<file path="src/rtl/an_regs_map.vh">
// register indices, field positions and reset values of the
// identifier and negotiation register bank.
// assumes includers use the macros only, no code here.
`ifndef AN_REGS_MAP_VH
`define AN_REGS_MAP_VH

// register indices; byte address is four times the index
`define IDX_VENDOR_IDENT_UPPER   4'h2
`define IDX_VENDOR_IDENT_LOWER   4'h3
`define IDX_LOCAL_ADVERTISE      4'h4
`define IDX_PARTNER_ABILITY      4'h5
`define IDX_NEG_EXPANSION        4'h6
`define IDX_NEXT_PAGE_TRANSMIT   4'h7
`define ADDR_WIDTH               6

// identifier defaults (values are arbitrary, not a real maker)
`define RST_VENDOR_UPPER         16'h1234
`define RST_VENDOR_LOW6          6'h15
`define RST_MODEL                6'h2a

// advertisement fields
`define ADV_NEXT_PAGE            15
`define ADV_REMOTE_FAULT         13
`define ADV_ASYM_PAUSE           11
`define ADV_PAUSE                10
`define ADV_SPEED_HI             8
`define ADV_SPEED_LO             5
`define SELECTOR_8023            5'h01
`define ADV_WMASK                16'hadff

// partner ability fields
`define LP_ACK                   14
`define LP_T4                    9
`define LP_MASK                  16'ha5ff

// expansion fields
`define EXP_PD_FAULT             4
`define EXP_LP_NP_ABLE           3
`define EXP_NP_ABLE              2
`define EXP_PAGE_RX              1
`define EXP_LP_AN_ABLE           0

// next page transmit fields
`define NP_NEXT_PAGE             15
`define NP_MSG_PAGE              13
`define NP_ACK2                  12
`define NP_TOGGLE                11
`define NP_WMASK                 16'hb7ff
`define RST_NP_TRANSMIT          16'h2001

// axi answers
`define RESP_OKAY                2'h0
`define RESP_SLVERR              2'h2

`endif

</file>
<file path="src/rtl/autoneg_ident_register_bank.v">
// identifier and negotiation register bank behind an axi4-lite slave.
// assumes the negotiation engine pulses page and fault events on aclk.
//
// Contract
// - id register one carries identifier bits 3-18
// - id two: identifier, model, revision fields
// - revision reset comes from silicon revision input
// - advertised next page stored, never enables exchange
// - writable local remote fault, resets zero
// - writable asymmetric and symmetric pause bits
// - pause reset from pause strap level
// - speed advertise bits reset from mode straps
// - selector resets to 802.3 code, writable
// - partner base page captured, resets to the 802.3 selector code (0x0001)
// - partner four-pair bit always reads zero
// - acknowledge bit set once partner word received
// - parallel detection fault latches high
// - page received latches high
// - partner negotiation and next page flags
// - local next page able reads zero
// - next page, message, ack2 writable; message resets one
// - toggle reads inverse of previous page toggle
// - message code field writable, resets to one
//
// Design decision made here: register access over AXI4-Lite.
`timescale 1ns/1ps
`default_nettype none
`include "an_regs_map.vh"
module autoneg_ident_register_bank (
  input  wire        aclk,             // bank clock, 100 MHz
  input  wire        aresetn,          // synchronous reset, active low
  // axi4-lite write address
  input  wire [5:0]  s_axi_awaddr,     // byte address
  input  wire        s_axi_awvalid,    // address valid
  output wire        s_axi_awready,    // address taken
  // axi4-lite write data
  input  wire [31:0] s_axi_wdata,      // write data
  input  wire [3:0]  s_axi_wstrb,      // byte enables
  input  wire        s_axi_wvalid,     // data valid
  output wire        s_axi_wready,     // data taken
  // axi4-lite write response
  output reg  [1:0]  s_axi_bresp,      // write answer
  output reg         s_axi_bvalid,     // answer valid
  input  wire        s_axi_bready,     // answer taken
  // axi4-lite read address
  input  wire [5:0]  s_axi_araddr,     // byte address
  input  wire        s_axi_arvalid,    // address valid
  output wire        s_axi_arready,    // address taken
  // axi4-lite read data
  output reg  [31:0] s_axi_rdata,      // read data
  output reg  [1:0]  s_axi_rresp,      // read answer
  output reg         s_axi_rvalid,     // data valid
  input  wire        s_axi_rready,     // data taken
  // straps and silicon revision
  input  wire        pause_default_strap, // pause advertise default
  input  wire [3:0]  mode_strap,       // speed advertise defaults
  input  wire [3:0]  silicon_revision, // revision field default
  // negotiation engine side
  input  wire        partner_page_valid, // one-cycle: base page arrived
  input  wire [15:0] partner_page,     // received base page word
  input  wire        partner_an_able,  // level: partner negotiates
  input  wire        pd_fault_event,   // one-cycle: parallel detect fault
  input  wire        page_sent,        // one-cycle: next page sent
  output wire [15:0] advertise_word,   // base page to transmit
  output wire [15:0] next_page_word,   // next page to transmit
  output wire        next_page_enable  // next page exchange enabled
);

  ////////////////////////////////////////////////////////////////////
  // storage
  reg  [15:0] ident_upper;     // identifier register one
  reg  [15:0] ident_lower;     // identifier register two
  reg  [15:0] advertise;       // local advertisement
  reg  [15:0] partner;         // partner base page
  reg         partner_np;      // partner next page ability
  reg  [15:0] np_tx;           // next page transmit (toggle apart)
  reg         last_toggle;     // toggle used on previous page
  reg         straps_loaded;   // defaults from straps applied
  reg  [5:0]  wr_addr;         // held write address
  reg         wr_addr_ok;      // write address held
  reg  [31:0] wr_data;         // held write data
  reg  [3:0]  wr_strb;         // held byte enables
  reg         wr_data_ok;      // write data held
  wire [4:0]  strap_val;       // captured strap levels
  wire        strap_done;      // straps captured
  wire        pd_fault;        // latched fault flag
  wire        page_rx;         // latched page flag
  wire        rd_clear_exp;    // expansion register was read

  ////////////////////////////////////////////////////////////////////
  // strap capture after reset release
  strap_capture u_straps (
    .aclk       (aclk),
    .aresetn    (aresetn),
    .strap_in   ({pause_default_strap, mode_strap}),
    .strap_val  (strap_val),
    .strap_done (strap_done)
  );

  ////////////////////////////////////////////////////////////////////
  // latching-high expansion flags
  latch_high_flag u_pd_fault (
    .aclk     (aclk),
    .aresetn  (aresetn),
    .event_in (pd_fault_event),
    .rd_clear (rd_clear_exp),
    .flag     (pd_fault)
  );

  latch_high_flag u_page_rx (
    .aclk     (aclk),
    .aresetn  (aresetn),
    .event_in (partner_page_valid),
    .rd_clear (rd_clear_exp),
    .flag     (page_rx)
  );

  ////////////////////////////////////////////////////////////////////
  // write channel handshake: take address and data in any order
  wire wr_fire = wr_addr_ok && wr_data_ok && !s_axi_bvalid;
  wire [3:0] wr_idx = wr_addr[5:2];

  assign s_axi_awready = !wr_addr_ok;
  assign s_axi_wready  = !wr_data_ok;

  // hold address and data until both are here
  always @(posedge aclk) begin
    if (!aresetn) begin
      wr_addr    <= 6'h00;
      wr_addr_ok <= 1'b0;
      wr_data    <= 32'h0000_0000;
      wr_strb    <= 4'h0;
      wr_data_ok <= 1'b0;
    end else begin
      if (s_axi_awvalid && !wr_addr_ok) begin
        wr_addr    <= s_axi_awaddr;
        wr_addr_ok <= 1'b1;
      end else if (wr_fire) begin
        wr_addr_ok <= 1'b0;
      end
      if (s_axi_wvalid && !wr_data_ok) begin
        wr_data    <= s_axi_wdata;
        wr_strb    <= s_axi_wstrb;
        wr_data_ok <= 1'b1;
      end else if (wr_fire) begin
        wr_data_ok <= 1'b0;
      end
    end
  end

  // write response; unmapped index answers slverr
  always @(posedge aclk) begin
    if (!aresetn) begin
      s_axi_bvalid <= 1'b0;
      s_axi_bresp  <= `RESP_OKAY;
    end else if (wr_fire) begin
      s_axi_bvalid <= 1'b1;
      if (wr_idx >= `IDX_VENDOR_IDENT_UPPER &&
          wr_idx <= `IDX_NEXT_PAGE_TRANSMIT) begin
        s_axi_bresp <= `RESP_OKAY;
      end else begin
        s_axi_bresp <= `RESP_SLVERR;
      end
    end else if (s_axi_bready) begin
      s_axi_bvalid <= 1'b0;
    end
  end

  // byte-lane merge: only the low two lanes carry register bits
  wire [15:0] lane_mask = {{8{wr_strb[1]}}, {8{wr_strb[0]}}};

  function [15:0] merge;
    input [15:0] old_val;
    input [15:0] new_val;
    input [15:0] wmask;
    input [15:0] lmask;
    reg   [15:0] m;
    begin
      m     = wmask & lmask;
      merge = (old_val & ~m) | (new_val & m);
    end
  endfunction

  ////////////////////////////////////////////////////////////////////
  // writable registers; strap defaults load once straps are caught
  always @(posedge aclk) begin
    if (!aresetn) begin
      ident_upper   <= `RST_VENDOR_UPPER;
      ident_lower   <= {`RST_VENDOR_LOW6, `RST_MODEL, 4'h0};
      advertise     <= {11'h000, `SELECTOR_8023};
      np_tx         <= `RST_NP_TRANSMIT;
      straps_loaded <= 1'b0;
    end else if (strap_done && !straps_loaded) begin
      // revision and strap-derived defaults, before any write
      straps_loaded                    <= 1'b1;
      ident_lower[3:0]                 <= silicon_revision;
      advertise[`ADV_PAUSE]            <= strap_val[4];
      advertise[`ADV_SPEED_HI:`ADV_SPEED_LO] <= strap_val[3:0];
    end else if (wr_fire) begin
      case (wr_idx)
        `IDX_VENDOR_IDENT_UPPER: begin
          ident_upper <= merge(ident_upper, wr_data[15:0],
                               16'hffff, lane_mask);
        end
        `IDX_VENDOR_IDENT_LOWER: begin
          ident_lower <= merge(ident_lower, wr_data[15:0],
                               16'hffff, lane_mask);
        end
        `IDX_LOCAL_ADVERTISE: begin
          // reserved bits 14, 12, 9 keep zero
          advertise <= merge(advertise, wr_data[15:0],
                             `ADV_WMASK, lane_mask);
        end
        `IDX_NEXT_PAGE_TRANSMIT: begin
          // toggle and reserved bits are not writable
          np_tx <= merge(np_tx, wr_data[15:0], `NP_WMASK, lane_mask);
        end
        default: begin
          // read-only or unmapped: nothing stored
        end
      endcase
    end
  end

  ////////////////////////////////////////////////////////////////////
  // partner page capture from the negotiation engine
  always @(posedge aclk) begin
    if (!aresetn) begin
      partner    <= {11'h000, `SELECTOR_8023};
      partner_np <= 1'b0;
    end else if (partner_page_valid) begin
      // t4, asymmetric pause and reserved bits dropped, acknowledge forced on
      partner            <= (partner_page & `LP_MASK) |
                            (16'h0001 << `LP_ACK);
      partner_np         <= partner_page[15];
    end
  end

  // toggle tracks the page last sent; register shows its inverse
  always @(posedge aclk) begin
    if (!aresetn) begin
      last_toggle <= 1'b1;
    end else if (page_sent) begin
      last_toggle <= ~last_toggle;
    end
  end

  ////////////////////////////////////////////////////////////////////
  // register views
  wire [15:0] expansion_view = {11'h000, pd_fault, partner_np,
                                1'b0, page_rx,
                                partner_an_able};
  wire [15:0] np_view = {np_tx[15:12], ~last_toggle,
                         np_tx[10:0]};

  // the device has no next page function, so the bit stays inert
  assign next_page_enable = 1'b0;
  assign advertise_word   = advertise;
  assign next_page_word   = np_view;

  ////////////////////////////////////////////////////////////////////
  // read channel: one read at a time, data one cycle after address
  wire [3:0] rd_idx = s_axi_araddr[5:2];
  assign s_axi_arready = !s_axi_rvalid;
  assign rd_clear_exp  = s_axi_arvalid && s_axi_arready &&
                         (rd_idx == `IDX_NEG_EXPANSION);

  always @(posedge aclk) begin
    if (!aresetn) begin
      s_axi_rvalid <= 1'b0;
      s_axi_rdata  <= 32'h0000_0000;
      s_axi_rresp  <= `RESP_OKAY;
    end else if (s_axi_arvalid && s_axi_arready) begin
      s_axi_rvalid <= 1'b1;
      s_axi_rresp  <= `RESP_OKAY;
      case (rd_idx)
        `IDX_VENDOR_IDENT_UPPER: s_axi_rdata <= {16'h0000, ident_upper};
        `IDX_VENDOR_IDENT_LOWER: s_axi_rdata <= {16'h0000, ident_lower};
        `IDX_LOCAL_ADVERTISE:    s_axi_rdata <= {16'h0000, advertise};
        `IDX_PARTNER_ABILITY:    s_axi_rdata <= {16'h0000, partner};
        `IDX_NEG_EXPANSION:      s_axi_rdata <= {16'h0000,
                                                 expansion_view};
        `IDX_NEXT_PAGE_TRANSMIT: s_axi_rdata <= {16'h0000, np_view};
        default: begin
          // unmapped word: zero data, slave error
          s_axi_rdata <= 32'h0000_0000;
          s_axi_rresp <= `RESP_SLVERR;
        end
      endcase
    end else if (s_axi_rready) begin
      s_axi_rvalid <= 1'b0;
    end
  end

endmodule // autoneg_ident_register_bank
`default_nettype wire

</file>
<file path="src/rtl/latch_high_flag.v">
// one latching-high status flag.
// assumes event and read-clear strobes are one clock wide.
`timescale 1ns/1ps
`default_nettype none
module latch_high_flag (
  input  wire aclk,      // bank clock
  input  wire aresetn,   // synchronous reset, active low
  input  wire event_in,  // condition seen this cycle
  input  wire rd_clear,  // register holding this flag was read
  output reg  flag       // sticky flag
);
  ////////////////////////////////////////////////////////////////////
  // set wins over clear so a same-cycle event is not lost
  always @(posedge aclk) begin
    if (!aresetn) begin
      flag <= 1'b0;
    end else if (event_in) begin
      flag <= 1'b1;
    end else if (rd_clear) begin
      flag <= 1'b0;
    end
  end
endmodule // latch_high_flag
`default_nettype wire

</file>
<file path="src/rtl/strap_capture.v">
// catches strap levels once, after reset release.
// assumes straps are steady around reset release.
`timescale 1ns/1ps
`default_nettype none
module strap_capture (
  input  wire       aclk,        // bank clock
  input  wire       aresetn,     // synchronous reset, active low
  input  wire [4:0] strap_in,    // raw strap levels
  output reg  [4:0] strap_val,   // captured levels
  output reg        strap_done   // high once captured
);
  ////////////////////////////////////////////////////////////////////
  // capture in the first clocked cycle after reset, never under reset
  always @(posedge aclk) begin
    if (!aresetn) begin
      strap_val  <= 5'h00;
      strap_done <= 1'b0;
    end else if (!strap_done) begin
      strap_val  <= strap_in;
      strap_done <= 1'b1;
    end
  end
endmodule // strap_capture
`default_nettype wire

</file>
<file path="config.mk">
export PLATFORM = sky130hd
export DESIGN_NAME = autoneg_ident_register_bank
export DESIGN_NICKNAME = d
export VERILOG_FILES = /design/src/rtl/autoneg_ident_register_bank.v /design/src/rtl/latch_high_flag.v /design/src/rtl/strap_capture.v
export VERILOG_INCLUDE_DIRS = /design/src /design/src/rtl
export SDC_FILE = /design/constraint.sdc
export NUM_CORES = 1
export LEC_CHECK = 0
export ABC_CLOCK_PERIOD_IN_PS = 1900
export BUFFER_PORTS_ARGS = -buffer_cell sky130_fd_sc_hd__buf_4
export CELL_PAD_IN_SITES_DETAIL_PLACEMENT = 0
export CELL_PAD_IN_SITES_GLOBAL_PLACEMENT = 1
export CORE_MARGIN = 2
export CORE_UTILIZATION = 39
export DETAILED_ROUTE_END_ITERATION = 10
export GPL_TIMING_DRIVEN = 0
export PLACE_DENSITY = 0.76
export SYNTH_ARGS = -nofsm -noshare
export SYNTH_HDL_FRONTEND = slang
export SYNTH_HIERARCHICAL = 1
export SYNTH_SLANG_ARGS = --single-unit
</file>
<file path="constraint.sdc">
create_clock -name aclk -period 1.9 [get_ports aclk]
set_input_delay 0.095 -clock aclk [delete_from_list [all_inputs] [get_ports aclk]]
set_output_delay 0.095 -clock aclk [all_outputs]
set_load 0.02 [all_outputs]
</file>
==> run_results.csv <==
group,metric,value,unit
outcome,status,"complete, no violations",
sta,hold_viol,0,
synth,async_reset_ff_frac,0,
synth,ys_warn_count,6,
sta,max_freq,551,MHz
worst_setup_path,crit_path_end_kind,"flip-flop",
synth,syn_inst,605,
place,place.gp.congestion,0.849,
final_layout,mostFrequentLayoutCells,"buf_4, dfxtp_1, nand2_1",
power,p_per_area,856,nW/um^2
drt,route.detailed.drc,0,
die,die-area,15600,um^2
place,place_hpwl,12700,um
final_layout,final_common_cell,"buf_4",
clock_network,cts_made_buffers,17,
die,start_util,0.396,
worst_setup_path,cp_max_fo,10,
synth,syn_area,5710,um^2
final_layout,layout-drive-gt1-share,0.252,
die,die_h,125,um
die,ios,158,
final_layout,layoutNonFillerInstCount,998,
synth,synth_edf_count,0,
sta,worstMarginPinSlew,0.755,ns
synth,avgSynthCellArea,9.44,um^2
clock_network,clock-root-buffer,"clkbuf_16",
worst_setup_path,crit_type,"flip-flop to flip-flop",
sta,max-slew-margin-rel,0.497,
power,ir_drop,630,uV
worst_setup_path,cp.arrival,2.09,ns
global_route,grt_pass1_vias,4907,
synth,synth_area_leaders,"dfxtp_1, mux2i_1, nand2_1",
synth,synth_top_cell_by_area,"dfxtp_1",
sta,worst_clock_skew,0.0106,ns
final_layout,num-fill-cells,1338,
drt,post_drt_wl_per_cell,17.0,um
worst_setup_path,required,2.17,ns
sta,slew_viol_final,0,
power,leakagePower,0.00349,uW
synth,synth_top_area_share,0.442,
clock_network,htree_num_levels,4,
synth,synth_cell_types,47,
die,fp.dieW,125,um
drt,finalWirelength,16900,um
sta,setup_viol,0,
global_route,grt.total_usage,0.214,
final_layout,n_antenna_cell,0,
sta,rsz0062_at_grt,"no",
clock_network,insertion_delay,0.42,ns
place,dp_cells,917,
sta,finalCritPeriodShare,0.955,
place,io_buffers,106,
clock_network,clkTransAtPathRegs,0.06,ns
sta,fin_crit,1.81,ns
drt,postRouteAntennaNets,0,
global_route,grt_remaining_overflow,0,
global_route,grt_pass1_wl,26000,um
final_layout,seqCellArea,2520,um^2
synth,ys_seq_elements,126,
drt,dr.first_iter.drc_count,361,
global_route,grt_start_max_net_pins,17,
run,drv_cap,0,
clock_network,tritoncts,"yes",
final_layout,finalNetCount,885,
drt,vias,5112,
clock_network,cts_buffer_depth,2,
global_route,antenna_found_initial,0,
drt,drt-pass1-iter-count,6,
final_layout,multi_input_area,2900,um^2
die,rows,44,
synth,ys.flop_type,"dfxtp_1",
die,core,14400,um^2
hold_path,hold_class,"input port to flip-flop",
synth,seq_area_frac_synth,0.442,
final_layout,syn2layout_area_growth,38.3,%
power,p_total,6760,uW
worst_setup_path,start_kind,"flip-flop",
drt,vias_per_cell,5.12,
clock_network,cts_sinks,126,
-- layout make-up --
class,count,area share
Multi-Input combinational cell,430,0.367
Sequential cell,126,0.319
Timing Repair Buffer,155,0.163
Clock buffer,20,0.0565
Buffer,64,0.0445
Tap cell,184,0.0291
Clock inverter,12,0.0174
Inverter,7,0.00333
-- metrics by stage --
| step | utilization | setup WS (ns) | hold WS, ns | setup TNS, ns | cell area, um^2 |
|---|---|---|---|---|---|
| 2_1_floorplan | - | 0.269 | 0.123 | 0 | 5790 |
| 3_3_place_gp | 0.473 | -0.300 | 0.274 | -7.65 | 6820 |
| 3_5_place_dp | 0.473 | -0.335 | 0.290 | -9.12 | 6820 |
| 4_1_cts | 0.548 | 0.141 | 0.0282 | 0 | 7900 |
| 5_1_grt | 0.548 | 0.0188 | 0.0456 | 0 | 7900 |
| 6_report | 0.548 | 0.0856 | 0.0384 | 0 | 7900 |
-- cells by family after synthesis --
family                 Yosys count  share of synthesized area
XOR/XNOR                         1                    0.00153
AND/OR/NAND/NOR                216                      0.208
AO/OA/AOI/OAI                  112                      0.142
multiplexers                    78                      0.140
buffers and inverters           71                     0.0662
other                            1                   0.000657
flip-flops                     126                      0.442
-- worst max-delay path, stage by stage, from the launching register on --
cell and delay [ns]:
dfxtp_1 0.45, nor3b_1 0.33, nand4_1 0.35, buf_2 0.31
mux2i_1 0.17, nand2_1 0.06
-- metal layers --
metal	vias to the layer above	track usage	share of wire
met5	-	0	0
li1	2485	-	-
met3	34	0.0484	0.066
met4	0	0.0863	0.026
met1	2391	0.269	0.44
met2	202	0.357	0.47
-- cell usage after synthesis (2+ instances only) --
library cell / instances
a211oi_1: 7
a21boi_0: 18
a21oi_1: 12
a222oi_1: 5
a22o_1: 6
a22oi_1: 14
a32o_1: 6
and2_1: 5
and3b_1: 2
buf_2: 13
buf_4: 23
clkbuf_1: 26
dfxtp_1: 126
inv_1: 7
mux2_2: 14
mux2i_1: 64
nand2_1: 88
nand2b_1: 3
nand3_1: 23
nand4_1: 3
nand4_2: 3
nor2_1: 14
nor2b_1: 49
nor2b_4: 2
nor3_1: 6
nor3_4: 2
nor3b_1: 7
nor4b_2: 2
o211a_1: 5
o21a_1: 5
o21ai_0: 23
o2bb2ai_1: 7
-- final timing paths --
check / start / depth (start not counted) / to / slack, ns
setup / recovery: wr_strb[1] / 5 / flip-flop / 0.09
hold / removal: silicon_revision[1] / 4 / flip-flop / 0.04
setup reg to reg: wr_strb[1] / 5 / flip-flop / 0.09
hold reg to reg: partner[14] / 1 / partner[14] / 0.47
-- what timing repair did --
action,in CTS,in global routing
hold endpoints to repair,47,0
resized for setup,1,0
setup buffers,0,0
hold buffers,49,0
setup endpoints to repair,2,0
-- power by group --
group | internal, uW | switching (uW)
registers | 2730 | 85.5
clock network | 1970 | 1210
logic | 369 | 395
No activity file was read; power rests on OpenSTA's default activity.
